$ cat config.mk
export PLATFORM = sky130hd
export DESIGN_NAME = awu_top
export DESIGN_NICKNAME = d
export VERILOG_FILES = /design/src/awu_pkg.sv /design/src/awu_top.sv
export SDC_FILE = /design/constraint.sdc
export NUM_CORES = 1
export LEC_CHECK = 0
export ABC_CLOCK_PERIOD_IN_PS = 4400
export BUFFER_PORTS_ARGS = -buffer_cell sky130_fd_sc_hd__buf_4
export CAP_MARGIN = 25
export CORE_MARGIN = 1.5
export CORE_UTILIZATION = 35
export CTS_CLUSTER_DIAMETER = 100
export DETAILED_ROUTE_END_ITERATION = 8
export SLEW_MARGIN = 10
export SYNTH_ARGS = -nofsm -noshare
export SYNTH_HDL_FRONTEND = slang
export SYNTH_SLANG_ARGS = --single-unit
$ cat constraint.sdc
create_clock -name aclk -period 4.4 [get_ports aclk]
set_clock_uncertainty 0.1 [all_clocks]
set_input_delay 0.44 -clock aclk [delete_from_list [all_inputs] [get_ports aclk]]
set_output_delay 0.44 -clock aclk [all_outputs]
set_load 0.05 [all_outputs]
$ cat src/awu_pkg.sv
// package of constants and types for the auto wake-from-halt unit
package awu_pkg;
    // register byte addresses (offsets not multiples of four -> index*4)
    localparam logic [7:0] AWU_CSR_IDX = 8'h2e;
    localparam logic [7:0] AWU_PR_IDX = 8'h2f;
    localparam logic [11:0] AWU_CSR_ADDR = {2'h0, AWU_CSR_IDX, 2'h0};
    localparam logic [11:0] AWU_PR_ADDR = {2'h0, AWU_PR_IDX, 2'h0};
    localparam logic [11:0] AWU_IST_ADDR = 12'h0c0;
    localparam logic [11:0] AWU_IMSK_ADDR = 12'h0c4;
    localparam logic [11:0] AWU_MODE_ADDR = 12'h0c8;
    // control/status field positions
    localparam int AWU_EN_BIT = 0;
    localparam int AWU_MEAS_BIT = 1;
    localparam int AWU_FLAG_BIT = 2;
    // reset values and the interrupt mask forced on halt entry
    localparam logic [7:0] AWU_CSR_RST = 8'h00;
    localparam logic [7:0] AWU_PR_RST = 8'hff;
    localparam logic [1:0] AWU_IMASK_HALT = 2'h2;
    // fixed divider of the wake oscillator
    localparam logic [5:0] AWU_FIXED_DIV_LAST = 6'h3f;
    // stabilisation waits in main clock cycles
    localparam int AWU_STAB_SHORT = 256;
    localparam int AWU_STAB_LONG = 4096;
    localparam logic [12:0] AWU_STAB_SHORT_CNT = 13'(AWU_STAB_SHORT);
    localparam logic [12:0] AWU_STAB_LONG_CNT = 13'(AWU_STAB_LONG);
    // interrupt status bits
    localparam int AWU_IRQ_WAKE = 0;
    localparam int AWU_IRQ_EXIT = 1;
    // AXI responses
    localparam logic [1:0] AWU_RESP_OKAY = 2'h0;
    localparam logic [1:0] AWU_RESP_SLVERR = 2'h2;

    // power mode of the device
    typedef enum logic [2:0] {
        AWU_RUN = 3'b000,
        AWU_HALT = 3'b001,
        AWU_ACTIVE_HALT = 3'b010,
        AWU_WAKE_HALT = 3'b011,
        AWU_STARTUP = 3'b100,
        AWU_WDG_RESET = 3'b101
    } awu_mode_t;
endpackage

$ cat src/awu_top.sv
// auto wake-from-halt unit with AXI4-Lite register slave
`timescale 1ns/1ns

module awu_top (
    input wire logic aclk,
    input wire logic aresetn,
    input wire logic [11:0] s_axi_awaddr,
    input wire logic [2:0] s_axi_awprot,
    input wire logic s_axi_awvalid,
    output logic s_axi_awready,
    input wire logic [31:0] s_axi_wdata,
    input wire logic [3:0] s_axi_wstrb,
    input wire logic s_axi_wvalid,
    output logic s_axi_wready,
    output logic [1:0] s_axi_bresp,
    output logic s_axi_bvalid,
    input wire logic s_axi_bready,
    input wire logic [11:0] s_axi_araddr,
    input wire logic [2:0] s_axi_arprot,
    input wire logic s_axi_arvalid,
    output logic s_axi_arready,
    output logic [31:0] s_axi_rdata,
    output logic [1:0] s_axi_rresp,
    output logic s_axi_rvalid,
    input wire logic s_axi_rready,
    input wire logic halt_exec,
    input wire logic rtc_interrupt_enable,
    input wire logic watchdog_enabled,
    input wire logic watchdog_halt_option,
    input wire logic long_startup_option,
    input wire logic halt_exit_irq,
    input wire logic wake_osc_clk,
    input wire logic wake_osc_ready,
    output logic wake_osc_enable,
    output logic main_osc_enable,
    output logic periph_clk_enable,
    output logic cpu_resume,
    output logic [1:0] interrupt_mask_force,
    output logic interrupt_mask_force_en,
    output logic watchdog_reset_req,
    output logic timer_capture_input_two,
    output logic wake_irq,
    output logic irq
);
    import awu_pkg::*;

    // ******************************************************
    // state
    // ******************************************************
    typedef struct packed {
        logic aw_full;
        logic [11:0] aw_addr;
        logic w_full;
        logic [31:0] w_data;
        logic [3:0] w_strb;
        logic bvalid;
        logic [1:0] bresp;
        logic rvalid;
        logic [1:0] rresp;
        logic [31:0] rdata;
        logic [7:0] csr;
        logic [7:0] pr;
        logic [1:0] ist;
        logic [1:0] imsk;
        awu_mode_t mode;
        logic [5:0] fix_cnt;
        logic [7:0] pre_cnt;
        logic osc_q;
        logic osc_prev;
        logic [12:0] stab_cnt;
        logic wake_pend;
        logic wake_osc_en;
        logic main_osc_en;
        logic periph_en;
        logic resume;
        logic [1:0] imask;
        logic imask_en;
        logic wdg_rst;
        logic cap2;
        logic wirq;
        logic irq;
    } awu_state_t;

    awu_state_t st_reg;
    awu_state_t st_next;
    logic wr_fire;
    logic rd_fire;
    logic osc_rise;
    logic wake_set;
    logic exit_set;
    logic csr_read;
    logic [11:0] rd_addr;
    logic [31:0] rd_val;
    logic rd_ok;
    logic wr_ok;

    // ******************************************************
    // combinational next state
    // ******************************************************
    always_comb begin
        st_next = st_reg;
        wr_fire = st_reg.aw_full && st_reg.w_full && !st_reg.bvalid;
        rd_fire = s_axi_arvalid && !st_reg.rvalid;
        rd_addr = s_axi_araddr;
        osc_rise = st_reg.osc_q && !st_reg.osc_prev;
        wake_set = 1'b0;
        exit_set = 1'b0;
        csr_read = 1'b0;
        rd_val = 32'h0000_0000;
        rd_ok = 1'b1;
        wr_ok = 1'b1;

        // wake clock sampled into main domain (single stage + edge)
        st_next.osc_q = wake_osc_clk;
        st_next.osc_prev = st_reg.osc_q;

        // write address and data taken independently
        if (s_axi_awvalid && !st_reg.aw_full) begin
            st_next.aw_full = 1'b1;
            st_next.aw_addr = s_axi_awaddr;
        end
        if (s_axi_wvalid && !st_reg.w_full) begin
            st_next.w_full = 1'b1;
            st_next.w_data = s_axi_wdata;
            st_next.w_strb = s_axi_wstrb;
        end
        if (st_reg.bvalid && s_axi_bready) begin
            st_next.bvalid = 1'b0;
        end
        if (st_reg.rvalid && s_axi_rready) begin
            st_next.rvalid = 1'b0;
        end

        // register writes
        if (wr_fire) begin
            st_next.aw_full = 1'b0;
            st_next.w_full = 1'b0;
            st_next.bvalid = 1'b1;
            if (st_reg.aw_addr == AWU_CSR_ADDR) begin
                if (st_reg.w_strb[0]) begin
                    // flag bit and bits 7:3 not writable
                    st_next.csr[AWU_EN_BIT] = st_reg.w_data[AWU_EN_BIT];
                    st_next.csr[AWU_MEAS_BIT] = st_reg.w_data[AWU_MEAS_BIT];
                end
            end else if (st_reg.aw_addr == AWU_PR_ADDR) begin
                // a zero write leaves the prescaler unchanged
                if (st_reg.w_strb[0] && st_reg.w_data[7:0] != 8'h00) begin
                    st_next.pr = st_reg.w_data[7:0];
                end
            end else if (st_reg.aw_addr == AWU_IST_ADDR) begin
                if (st_reg.w_strb[0]) begin
                    st_next.ist = st_reg.ist & ~st_reg.w_data[1:0];
                end
            end else if (st_reg.aw_addr == AWU_IMSK_ADDR) begin
                if (st_reg.w_strb[0]) begin
                    st_next.imsk = st_reg.w_data[1:0];
                end
            end else if (st_reg.aw_addr == AWU_MODE_ADDR) begin
                wr_ok = 1'b1;
            end else begin
                wr_ok = 1'b0;
            end
            st_next.bresp = wr_ok ? AWU_RESP_OKAY : AWU_RESP_SLVERR;
        end

        // register reads
        if (rd_addr == AWU_CSR_ADDR) begin
            rd_val = {24'h00_0000, 5'h00, st_reg.csr[2:0]};
            csr_read = rd_fire;
        end else if (rd_addr == AWU_PR_ADDR) begin
            rd_val = {24'h00_0000, st_reg.pr};
        end else if (rd_addr == AWU_IST_ADDR) begin
            rd_val = {30'h0000_0000, st_reg.ist};
        end else if (rd_addr == AWU_IMSK_ADDR) begin
            rd_val = {30'h0000_0000, st_reg.imsk};
        end else if (rd_addr == AWU_MODE_ADDR) begin
            rd_val = {29'h0000_0000, st_reg.mode};
        end else begin
            rd_ok = 1'b0;
        end
        if (rd_fire) begin
            st_next.rvalid = 1'b1;
            st_next.rdata = rd_val;
            st_next.rresp = rd_ok ? AWU_RESP_OKAY : AWU_RESP_SLVERR;
        end

        // read of control/status clears flag and pending wake request
        if (csr_read) begin
            st_next.csr[AWU_FLAG_BIT] = 1'b0;
            st_next.wake_pend = 1'b0;
        end

        // power mode sequencer
        st_next.resume = 1'b0;
        st_next.imask_en = 1'b0;
        st_next.wdg_rst = 1'b0;
        case (st_reg.mode)
            AWU_RUN: begin
                st_next.main_osc_en = 1'b1;
                st_next.periph_en = 1'b1;
                st_next.fix_cnt = 6'h00; // held at zero while running
                st_next.pre_cnt = st_reg.pr;
                if (halt_exec) begin
                    if (watchdog_enabled && !watchdog_halt_option
                        && !rtc_interrupt_enable) begin
                        st_next.wdg_rst = 1'b1;
                        st_next.mode = AWU_WDG_RESET;
                    end else begin
                        st_next.imask = AWU_IMASK_HALT;
                        st_next.imask_en = 1'b1;
                        st_next.periph_en = 1'b0;
                        if (rtc_interrupt_enable) begin
                            st_next.mode = AWU_ACTIVE_HALT;
                        end else if (st_reg.csr[AWU_EN_BIT]) begin
                            st_next.mode = AWU_WAKE_HALT;
                            st_next.main_osc_en = 1'b0;
                        end else begin
                            st_next.mode = AWU_HALT;
                            st_next.main_osc_en = 1'b0;
                        end
                    end
                end
            end
            AWU_HALT, AWU_ACTIVE_HALT: begin
                // exit on exit-capable interrupt, pending included
                if (halt_exit_irq) begin
                    exit_set = 1'b1;
                    st_next.main_osc_en = 1'b1;
                    st_next.stab_cnt = long_startup_option ?
                        AWU_STAB_LONG_CNT : AWU_STAB_SHORT_CNT;
                    st_next.mode = AWU_STARTUP;
                end
            end
            AWU_WAKE_HALT: begin
                // fixed /64 then prescaler count wake periods
                if (wake_osc_ready && osc_rise) begin
                    st_next.fix_cnt = 6'(st_reg.fix_cnt + 6'h01);
                    if (st_reg.fix_cnt == AWU_FIXED_DIV_LAST) begin
                        st_next.pre_cnt = 8'(st_reg.pre_cnt - 8'h01);
                    end
                end
                if (wake_osc_ready && osc_rise
                    && st_reg.fix_cnt == AWU_FIXED_DIV_LAST
                    && st_reg.pre_cnt <= 8'h01) begin
                    wake_set = 1'b1;
                end
                if (wake_set || halt_exit_irq) begin
                    exit_set = !wake_set && halt_exit_irq;
                    st_next.main_osc_en = 1'b1; // restart at once
                    st_next.stab_cnt = long_startup_option ?
                        AWU_STAB_LONG_CNT : AWU_STAB_SHORT_CNT;
                    st_next.mode = AWU_STARTUP;
                end
            end
            AWU_STARTUP: begin
                // core resumes only after stabilisation
                st_next.stab_cnt = 13'(st_reg.stab_cnt - 13'h0001);
                if (st_reg.stab_cnt <= 13'h0001) begin
                    st_next.resume = 1'b1;
                    st_next.periph_en = 1'b1;
                    st_next.mode = AWU_RUN;
                end
            end
            AWU_WDG_RESET: begin
                st_next.mode = AWU_RUN;
            end
            default: begin
                st_next.mode = AWU_RUN;
            end
        endcase

        // wake flag: hardware set wins over read clear
        if (wake_set) begin
            st_next.csr[AWU_FLAG_BIT] = 1'b1;
            st_next.wake_pend = 1'b1;
            st_next.ist[AWU_IRQ_WAKE] = 1'b1;
        end
        if (exit_set) begin
            st_next.ist[AWU_IRQ_EXIT] = 1'b1;
        end

        // wake oscillator runs in auto wake halt or measurement
        st_next.wake_osc_en = (st_next.mode == AWU_WAKE_HALT)
            || (st_next.mode == AWU_RUN && st_reg.csr[AWU_MEAS_BIT]);
        // wake clock routed to timer capture input two
        st_next.cap2 = st_reg.csr[AWU_MEAS_BIT] && st_reg.mode == AWU_RUN
            && st_reg.osc_q;
        // wake request presented to core once main clock is stable
        st_next.wirq = st_next.wake_pend && st_next.mode == AWU_RUN;
        st_next.irq = |(st_next.ist & st_next.imsk);
    end

    // ******************************************************
    // state register
    // ******************************************************
    always_ff @(posedge aclk) begin
        if (!aresetn) begin
            st_reg <= '0;
            st_reg.csr <= AWU_CSR_RST;
            st_reg.pr <= AWU_PR_RST;
            st_reg.mode <= AWU_RUN; // reset leaves halt
            st_reg.main_osc_en <= 1'b1;
            st_reg.periph_en <= 1'b1;
        end else begin
            st_reg <= st_next;
        end
    end

    // outputs straight from state flip-flops
    assign s_axi_awready = !st_reg.aw_full;
    assign s_axi_wready = !st_reg.w_full;
    assign s_axi_bvalid = st_reg.bvalid;
    assign s_axi_bresp = st_reg.bresp;
    assign s_axi_arready = !st_reg.rvalid;
    assign s_axi_rvalid = st_reg.rvalid;
    assign s_axi_rdata = st_reg.rdata;
    assign s_axi_rresp = st_reg.rresp;
    assign wake_osc_enable = st_reg.wake_osc_en;
    assign main_osc_enable = st_reg.main_osc_en;
    assign periph_clk_enable = st_reg.periph_en;
    assign cpu_resume = st_reg.resume;
    assign interrupt_mask_force = st_reg.imask;
    assign interrupt_mask_force_en = st_reg.imask_en;
    assign watchdog_reset_req = st_reg.wdg_rst;
    assign timer_capture_input_two = st_reg.cap2;
    assign wake_irq = st_reg.wirq;
    assign irq = st_reg.irq;
endmodule

* Word-level counts from Yosys, hierarchy flattened *
Index checks and enable logic that the tools add are counted.

operators by class
  bitwise operators = 6
  $lt $le $gt $ge = 2
  add/subtract/negate cells = 3
  reduce and logical (&&, ||, !) cells = 52
  muxes and demuxes = 68
  equality and inequality tests = 21

operator list
  cell                                                                               number
  12-bit by 8-bit equality test with 1-bit output, second input constant             10
  13-bit two-way mux                                                                 3
  13-bit one-hot mux with 3 select lines                                             1
  35-bit two-way mux                                                                 1
  1-bit two-way mux                                                                  30
  3-bit two-way mux                                                                  10
  14-bit one-hot mux with 2 select lines                                             1
  8-bit two-way mux                                                                  3
  2-bit two-way mux                                                                  11
  1-bit logical AND                                                                  19
  3-bit AND reduction                                                                6
  14-bit two-way mux                                                                 1
  13-bit by 1-bit less-or-equal comparator with 1-bit output, second input constant  1
  13-bit by 1-bit subtractor with 13-bit output, second input constant               1
  4-bit two-way mux                                                                  3
  3-bit one-hot mux with 4 select lines                                              1
  2-bit != test, second input constant                                               5
  2-bit nonzero test                                                                 5
  3-bit by 2-bit equality test with 1-bit output, second input constant              3
  8-bit by 1-bit less-or-equal comparator with 1-bit output, second input constant   1
  1-bit logical NOT                                                                  8
  8-bit nonzero test                                                                 1
  8-bit by 1-bit subtractor with 8-bit output, second input constant                 1
  6-bit by 1-bit adder with 6-bit output, second input constant                      1
  14 further kinds                                                                   25

storage, ports and cells
  input bits = 81
  register bits = 119

* Logic depth before layout (Yosys ltp) *
Gate-level depths: netlist of run 1.

  word-level depth = 14
  mapped depth = 8
  depth with buffers taken out = 7

* Worst setup path before layout of run 1 *
Ideal clock, no wire load.

  path kind = flip-flop to flip-flop
  start = reg st_reg[12] (netlist name)
  end = reg st_reg[24] (netlist name)
  buffers on the path = 0
  setup slack = 2523 ps
  data arrival time = 1659 ps
  setup time = 117 ps
  stages on the path, launching flop included = 8
  required time = 4183 ps
  path through = dfxtp_1 > inv_1 > ha_1 > nor4b_2 > and3_1 > a311oi_1 > a31o_2 > a32o_1

on the way
  longest elaborated chain between the ends = 2

RTL lines
  element                                        line            text
  from (decl)                                    awu_top.sv:84   awu_state_t st_reg;
  from (signal assigned)                         awu_top.sv:305  st_reg <= st_next;
  13-bit by 1-bit subtractor with 13-bit output  awu_top.sv:257  st_next.stab_cnt = 13'(st_reg.stab_cnt - 13'h0001);
  13-bit one-hot mux with 3 select lines         awu_top.sv:197  case (st_reg.mode)

Every way passes these cells.
A chain may end at the register's enable or synchronous reset.

* Final worst setup path of run 1 *
  start = reg st_reg[42] (netlist name)
  end = reg st_reg[34] (netlist name)

on the way
  longest elaborated chain between the ends = 3
  elaborated cells on any way between the ends = 7
  classes of those cells = eq/ne: 3; mux: 1; reduce/logical: 3

RTL lines
  element                                                                                     line
  3-bit by 2-bit equality test with 1-bit output / 3-bit logical NOT (equally long branches)  awu_top.sv:197
  2-bit != test (no line) / 2-bit nonzero test (equally long branches)                        n/a
  3-bit AND reduction (no line)                                                               n/a

Several ways; a longest one is shown, not always the timed one.

==> reports/metrics.json, run 1 <==
{
  "num_antenna_cells": 0,
  "timing.hold.worst.start": "s_axi_rready",
  "largest_net_degree_at_the_start_of_global_routing": 47,
  "crit_required_ns": 4.54,
  "power_leakage_nw": 2.158,
  "path_cells": "nand3b_1 > nor3_1 > a31oi_1 > o221a_2",
  "syn_to_final_growth_pct": 17.60,
  "synth_area_per_cell_sq_um": 8.184,
  "postSynth.asyncResetShare": 0,
  "ys_dominant_reg_cell": "sky130_fd_sc_hd__dfxtp_1",
  "clock_network_latency_to_the_later_pin_of_the_worst_skew_pair_ns": 0.35,
  "grt_usage": 0.1604,
  "final-setup-viol-count": 0,
  "share_of_synthesized_area_occupied_by_flip_flops_and_latches": 0.4048,
  "cts.clk_slew.worst_paths_ns": 0.07,
  "fin_cells": 788,
  "place.port_buffers": 72,
  "number_of_flip_flops_in_the_largest_register": 70,
  "detailedPlace.worstSlack_ns": 2.099,
  "placed_cells_incl_taps": 771,
  "drive_gt1_frac": 0.1753,
  "cts_tree": "yes",
  "dr_total_vias": 4059,
  "floorplan.die_area_sq_um": 13840,
  "wire_per_inst_um": 13.68,
  "pwr_density_cell_nw_per_um2": 400.5,
  "reg2reg_from": "st_reg[42]$_SDFF_PN0_",
  "drt_iter0_drc": 328,
  "netlist-cell-type-count": 66,
  "mostFrequentLayoutCell": "sky130_fd_sc_hd__dfxtp_1",
  "ff_latch_count_synth": 93,
  "initial_utilization": 0.3615,
  "min_period_over_period": 0.5247,
  "synth-compound-area-share": 0.1910,
  "ioPinCount": 133,
  "post_cts_resize_count": 0,
  "timing.critical_path.to_type": "flip-flop",
  "cpMaxStageDelayCell": "sky130_fd_sc_hd__dfxtp_1",
  "yosys.area_share.adder": 0.01360,
  "irDropWorstVdd_v": 0.0002318,
  "mappedNetlistArea_sq_um": 4599,
  "fin_tns_setup_ns": 0,
  "mostFrequentLayoutCells": "93 x sky130_fd_sc_hd__dfxtp_1, 88 x sky130_fd_sc_hd__nand2_1, 75 x sky130_fd_sc_hd__buf_4",
  "drv_slew": 0,
  "report.power.total_mw": 2.166,
  "post-route-worst-setup-slack_ns": 2.092,
  "hold_viol": 0,
  "fp.coreArea_sq_um": 12720,
  "synth-edff-count": 0,
  "grt_pass1_wl_mm": 18.23,
  "fill_cells": 1307,
  "crit_path_start_kind": "flip-flop",
  "tightest_slew_ns": 0.6539,
  "post_synth_and_or_nand_nor_area_fraction": 0.2644,
  "grt_antenna_before_repair": 0,
  "path_class": "reg2reg",
  "final.min_clock_period_ns": 2.308,
  "chipHeight_um": 117.6,
  "timing.critical_path.from": "st_reg[42]$_SDFF_PN0_",
  "drc": 0,
  "max-cap-violations": 0,
  "drt-vias-per-instance": 5.151,
  "htree_num_levels": 3,
  "placement_rows": 41,
  "synthMuxAreaShare": 0.02176,
  "crit_path_max_fanout": 16,
  "synth_cells": 562,
  "holdCritPathClass": "in2reg",
  "multi_input_logic_area_sq_um": 2394,
  "detail_route.wirelength_mm": 10.78,
  "synth_xor_area_frac": 0.007617,
  "seq_area_sq_um": 1862,
  "die_x_um": 117.6,
  "first_pass_iteration_count_of_the_detailed_router": 5,
  "sink_count_of_the_clock_tree": 93,
  "grt_setup_unrepaired": "false",
  "run_status": "finished clean",
  "cts_hold_buffers": 0,
  "number_of_cts_inserted_buffers": 9,
  "hpwl_after_dpl_mm": 7.661,
  "drtAntennaViolNets": 0,
  "timing.max_slew.rel_slack": 0.5632,
  "largest_family_of_logic_cells_by_synthesized_area": "simple AND/OR/NAND/NOR gates",
  "fin_util": 0.4252,
  "synth_warnings": 0,
  "gr-total-overflow": 0,
  "data_arrival_time_of_the_worst_path_ns": 2.45,
  "design.final.nets": 697,
  "crit_path_max_incr_delay_ns": 0.65,
  "cts_root_buffer": "sky130_fd_sc_hd__clkbuf_16",
  "cts_setup_buffers": 0,
  "globalplace.congestion": 0.7838,
  "via_count_of_the_first_global_routing_pass": 3742,
  "clk_path_buf_depth": 2,
  "fmax_mhz": 433.2
}
[kinds of logic after synthesis]
group,Yosys count
compound gates,137
xor+xnor,4
fa+ha+maj,5
buf+inv,77
flops,93
mux,10
other cells,1
simple gates,235
[cells in the mapped netlist, types with 6 or more instances]
cell type / n / area, sq um
sky130_fd_sc_hd__o21ai_0: 23 / 115.1
sky130_fd_sc_hd__nor2_1: 47 / 176.4
sky130_fd_sc_hd__buf_4: 39 / 292.8
sky130_fd_sc_hd__nor3_1: 13 / 65.06
sky130_fd_sc_hd__inv_1: 14 / 52.55
sky130_fd_sc_hd__mux2i_1: 10 / 100.1
sky130_fd_sc_hd__nor4_1: 8 / 50.05
sky130_fd_sc_hd__nor2b_1: 6 / 37.54
sky130_fd_sc_hd__dfxtp_1: 93 / 1862
sky130_fd_sc_hd__a31oi_1: 8 / 50.05
sky130_fd_sc_hd__nand2_1: 88 / 330.3
sky130_fd_sc_hd__a21oi_1: 55 / 275.3
sky130_fd_sc_hd__and2_1: 7 / 43.79
sky130_fd_sc_hd__nand2b_1: 8 / 50.05
sky130_fd_sc_hd__nand3_1: 15 / 75.07
sky130_fd_sc_hd__a22oi_1: 11 / 82.58
sky130_fd_sc_hd__clkbuf_1: 17 / 63.81
[routing by layer]
metal	up-vias	GRT usage	wire length, um
met3	6	0.04603	526
met4	0	0.04421	104
li1	2025	-	-
met5	-	0	0
met2	110	0.2577	4994
met1	1918	0.2102	5151
[metrics by stage]
stage	hold slack (ns)	area [sq um]
after global placement	0.3426	5079
after global routing	0.1817	5409
after detailed placement	0.3531	5079
after floorplan	0.3277	4697
after CTS	0.1629	5401
final	0.1765	5409
[critical path, delay by kind of cell (launching register included)]
family          cells  cell delay, ns
flops               1            0.65
simple gates        2            1.04
compound gates      2            0.42
[cell type report]
| type | count | area share |
|---|---|---|
| repair buffers | 75 | 0.1041 |
| well taps | 172 | 0.03979 |
| flip-flops and latches | 93 | 0.3442 |
| multi-input cells | 418 | 0.4425 |
| clock buffers | 9 | 0.04164 |
| clock inverters | 7 | 0.01804 |
| inverters | 14 | 0.009715 |
[report_power, final]
part	switching [mW]	internal, mW
Sequential	0.0551	0.888
Clock	0.341	0.501
Combinational	0.246	0.135
Total	0.642	1.52
[path summary, 6_finish.rpt]
check / end / slack, ns / cells after the start
worst min-delay path: s_axi_rvalid$_SDFFE_PN0P_ / 0.18 / 2
worst min register to register: interrupt_mask_force[1]$_SDFFE_PN0P_ / 0.36 / 1
worst max register to register: st_reg[34]$_SDFFE_PN0P_ / 2.09 / 4
worst max-delay path: st_reg[34]$_SDFFE_PN0P_ / 2.09 / 4
No activity file was read; power rests on OpenSTA's default activity.
==> inputs of run 2 (changes only) <==
--- a/config.mk
+++ b/config.mk
@@ -5,7 +5,7 @@
 export SDC_FILE = /design/constraint.sdc
 export NUM_CORES = 1
 export LEC_CHECK = 0
-export ABC_CLOCK_PERIOD_IN_PS = 4400
+export ABC_CLOCK_PERIOD_IN_PS = 2000
 export BUFFER_PORTS_ARGS = -buffer_cell sky130_fd_sc_hd__buf_4
 export CAP_MARGIN = 25
 export CORE_MARGIN = 1.5
==> constraint.sdc (replaced) <==
create_clock -name aclk -period 2 [get_ports aclk]
set_clock_uncertainty 0.1 [all_clocks]
set_input_delay 0.2 -clock aclk [delete_from_list [all_inputs] [get_ports aclk]]
set_output_delay 0.2 -clock aclk [all_outputs]
set_load 0.05 [all_outputs]
==> run 2 against run 1 <==
- fmax grew 20%
- via count grew 2.1%
- worst setup slack lost 2.0 ns
- highest routed layer unchanged
- die area is the same
- sequential share of layout area shrank 1.4 points
- final cell count grew 3.7%
- sequential power grew 120%
- clock-buffer cell count grew 2
- global-route usage grew 0.55 points
- clock power grew 77%
==> reports/metrics.json, run 2 (same netlist as run 1, synthesis figures left out) <==
{
  "run_status": "finished clean",
  "cts_tree": "yes",
  "rr_endpoint": "st_reg[24]$_SDFFE_PN0P_",
  "grt_usage": 0.1659,
  "data_arrival_time_of_the_worst_path_ns": 2.05,
  "grt_antenna_before_repair": 0,
  "post-route-worst-setup-slack_ns": 0.08076,
  "chipHeight_um": 117.6,
  "detail_route.wirelength_mm": 11.32,
  "wire_per_inst_um": 13.86,
  "grt_setup_unrepaired": "false",
  "detailedPlace.worstSlack_ns": 0.07575,
  "clk_path_buf_depth": 2,
  "globalplace.congestion": 0.8167,
  "via_count_of_the_first_global_routing_pass": 3905,
  "ioPinCount": 133,
  "tightest_slew_ns": 0.6718,
  "fmax_mhz": 521.0,
  "first_pass_iteration_count_of_the_detailed_router": 4,
  "hpwl_after_dpl_mm": 8.385,
  "die_x_um": 117.6,
  "hold_viol": 0,
  "sink_count_of_the_clock_tree": 93,
  "gr-total-overflow": 0,
  "drt-vias-per-instance": 5.071,
  "syn_to_final_growth_pct": 22.50,
  "grt_pass1_wl_mm": 18.74,
  "cts.clk_slew.worst_paths_ns": 0.06,
  "cp_num_cells": 8,
  "design.final.nets": 731,
  "path_class": "reg2reg",
  "dr_total_vias": 4143,
  "drt_iter0_drc": 203,
  "min_period_over_period": 0.9596,
  "cts_root_buffer": "sky130_fd_sc_hd__clkbuf_16",
  "largest_net_degree_at_the_start_of_global_routing": 28,
  "cpMaxStageDelayCell": "sky130_fd_sc_hd__dfxtp_1",
  "timing.hold.worst.start": "s_axi_wdata[5]",
  "clock_network_latency_to_the_later_pin_of_the_worst_skew_pair_ns": 0.34,
  "multi_input_logic_area_sq_um": 2417,
  "max-cap-violations": 0,
  "number_of_flip_flops_in_the_largest_register": 70,
  "number_of_cts_inserted_buffers": 9,
  "cts_setup_buffers": 0,
  "num_antenna_cells": 0,
  "fin_tns_setup_ns": 0,
  "place.port_buffers": 72,
  "pwr_density_cell_nw_per_um2": 798.5,
  "reg2reg_from": "st_reg[13]$_SDFFE_PN0P_",
  "final.min_clock_period_ns": 1.919,
  "drv_slew": 0,
  "timing.critical_path.max_delay_family": "compound AO/OA/AOI/OAI gates",
  "crit_path_max_incr_delay_ns": 0.31,
  "timing.reg2reg.worst_path_depth": 8,
  "initial_utilization": 0.3615,
  "critical_path.endpoint": "st_reg[24]$_SDFFE_PN0P_",
  "htree_num_levels": 3,
  "crit_path_start_kind": "flip-flop",
  "floorplan.die_area_sq_um": 13840,
  "mostFrequentLayoutCells": "103 x sky130_fd_sc_hd__buf_4, 92 x sky130_fd_sc_hd__dfxtp_1, 87 x sky130_fd_sc_hd__nand2_1",
  "timing.max_slew.rel_slack": 0.5512,
  "crit_path_max_fanout": 5,
  "drc": 0,
  "fill_cells": 1309,
  "fp.coreArea_sq_um": 12720,
  "irDropWorstVdd_v": 0.0004133,
  "holdCritPathClass": "in2reg",
  "path_cells": "inv_1 > ha_2 > nor4b_2 > buf_4 > and3_1 > a311oi_2 > a31o_2 > a32o_1",
  "final-setup-viol-count": 0,
  "placement_rows": 41,
  "power_leakage_nw": 2.293,
  "timing.critical_path.from": "st_reg[13]$_SDFFE_PN0P_",
  "timing.critical_path.buf_inv": 2,
  "hold_path_depth": 3,
  "r2r_setup_slack_ns": 0.08,
  "mostFrequentLayoutCell": "sky130_fd_sc_hd__buf_4",
  "seq_area_sq_um": 1863,
  "drtAntennaViolNets": 0,
  "timing.critical_path.to_type": "flip-flop",
  "crit_required_ns": 2.13,
  "drive_gt1_frac": 0.2124
}
## run 2: worst min path at each step
stage,to,slack (ns)
final,st_reg[111]$_SDFFE_PN0P_,0.008
after CTS,st_reg[139]$_SDFFE_PN0P_,0.0003
after detailed placement,s_axi_rvalid$_SDFFE_PN0P_,0.29
after floorplan,s_axi_rvalid$_SDFFE_PN0P_,0.20
after global placement,s_axi_rvalid$_SDFFE_PN0P_,0.29
after global routing,st_reg[147]$_SDFFE_PN0P_,0.01
## run 2: report_power, final
part / internal, mW / switching [mW]
Sequential: 1.96 / 0.112
Combinational: 0.368 / 0.576
Clock: 0.841 / 0.647
Total: 3.16 / 1.33
## run 2: per-layer routing
metal  part of all wire  GRT usage
met5                  0          0
met4              0.023    0.08003
met3              0.050    0.03246
met2               0.46     0.2654
met1               0.47     0.2142
## run 2: final cells by class
type	count	share of cell area
clock buffers	11	0.04308
inverters	14	0.009327
multi-input cells	418	0.4290
flip-flops and latches	93	0.3307
well taps	172	0.03820
repair buffers	109	0.1497
## run 2: tightest hold or removal path: stages
cell and delay, ns:
sky130_fd_sc_hd__buf_4 0.11, sky130_fd_sc_hd__nand2_1 0.05, sky130_fd_sc_hd__a21oi_1 0.05
## run 2: per-stage QoR
| stage | utilization | std cells | hold WS, ns | power [mW] | area (sq um) |
|---|---|---|---|---|---|
| after floorplan | - | 588 | 0.1990 | 2.761 | 4697 |
| after global placement | 0.4179 | 801 | 0.2892 | 3.007 | 5316 |
| after detailed placement | 0.4179 | 801 | 0.2924 | 3.031 | 5316 |
| after CTS | 0.4409 | 817 | 0.0003327 | 4.538 | 5609 |
| after global routing | 0.4429 | 817 | 0.01330 | 4.713 | 5634 |
| final | 0.4429 | 817 | 0.007932 | 4.499 | 5634 |
## run 2: timing repair
| action | 4_1_cts | 5_1_grt |
|---|---|---|
| hold endpoints to repair | 5 | 0 |
| hold buffers | 5 | 0 |
| gates resized for setup | 0 | 6 |
| setup endpoints to repair | 0 | 6 |
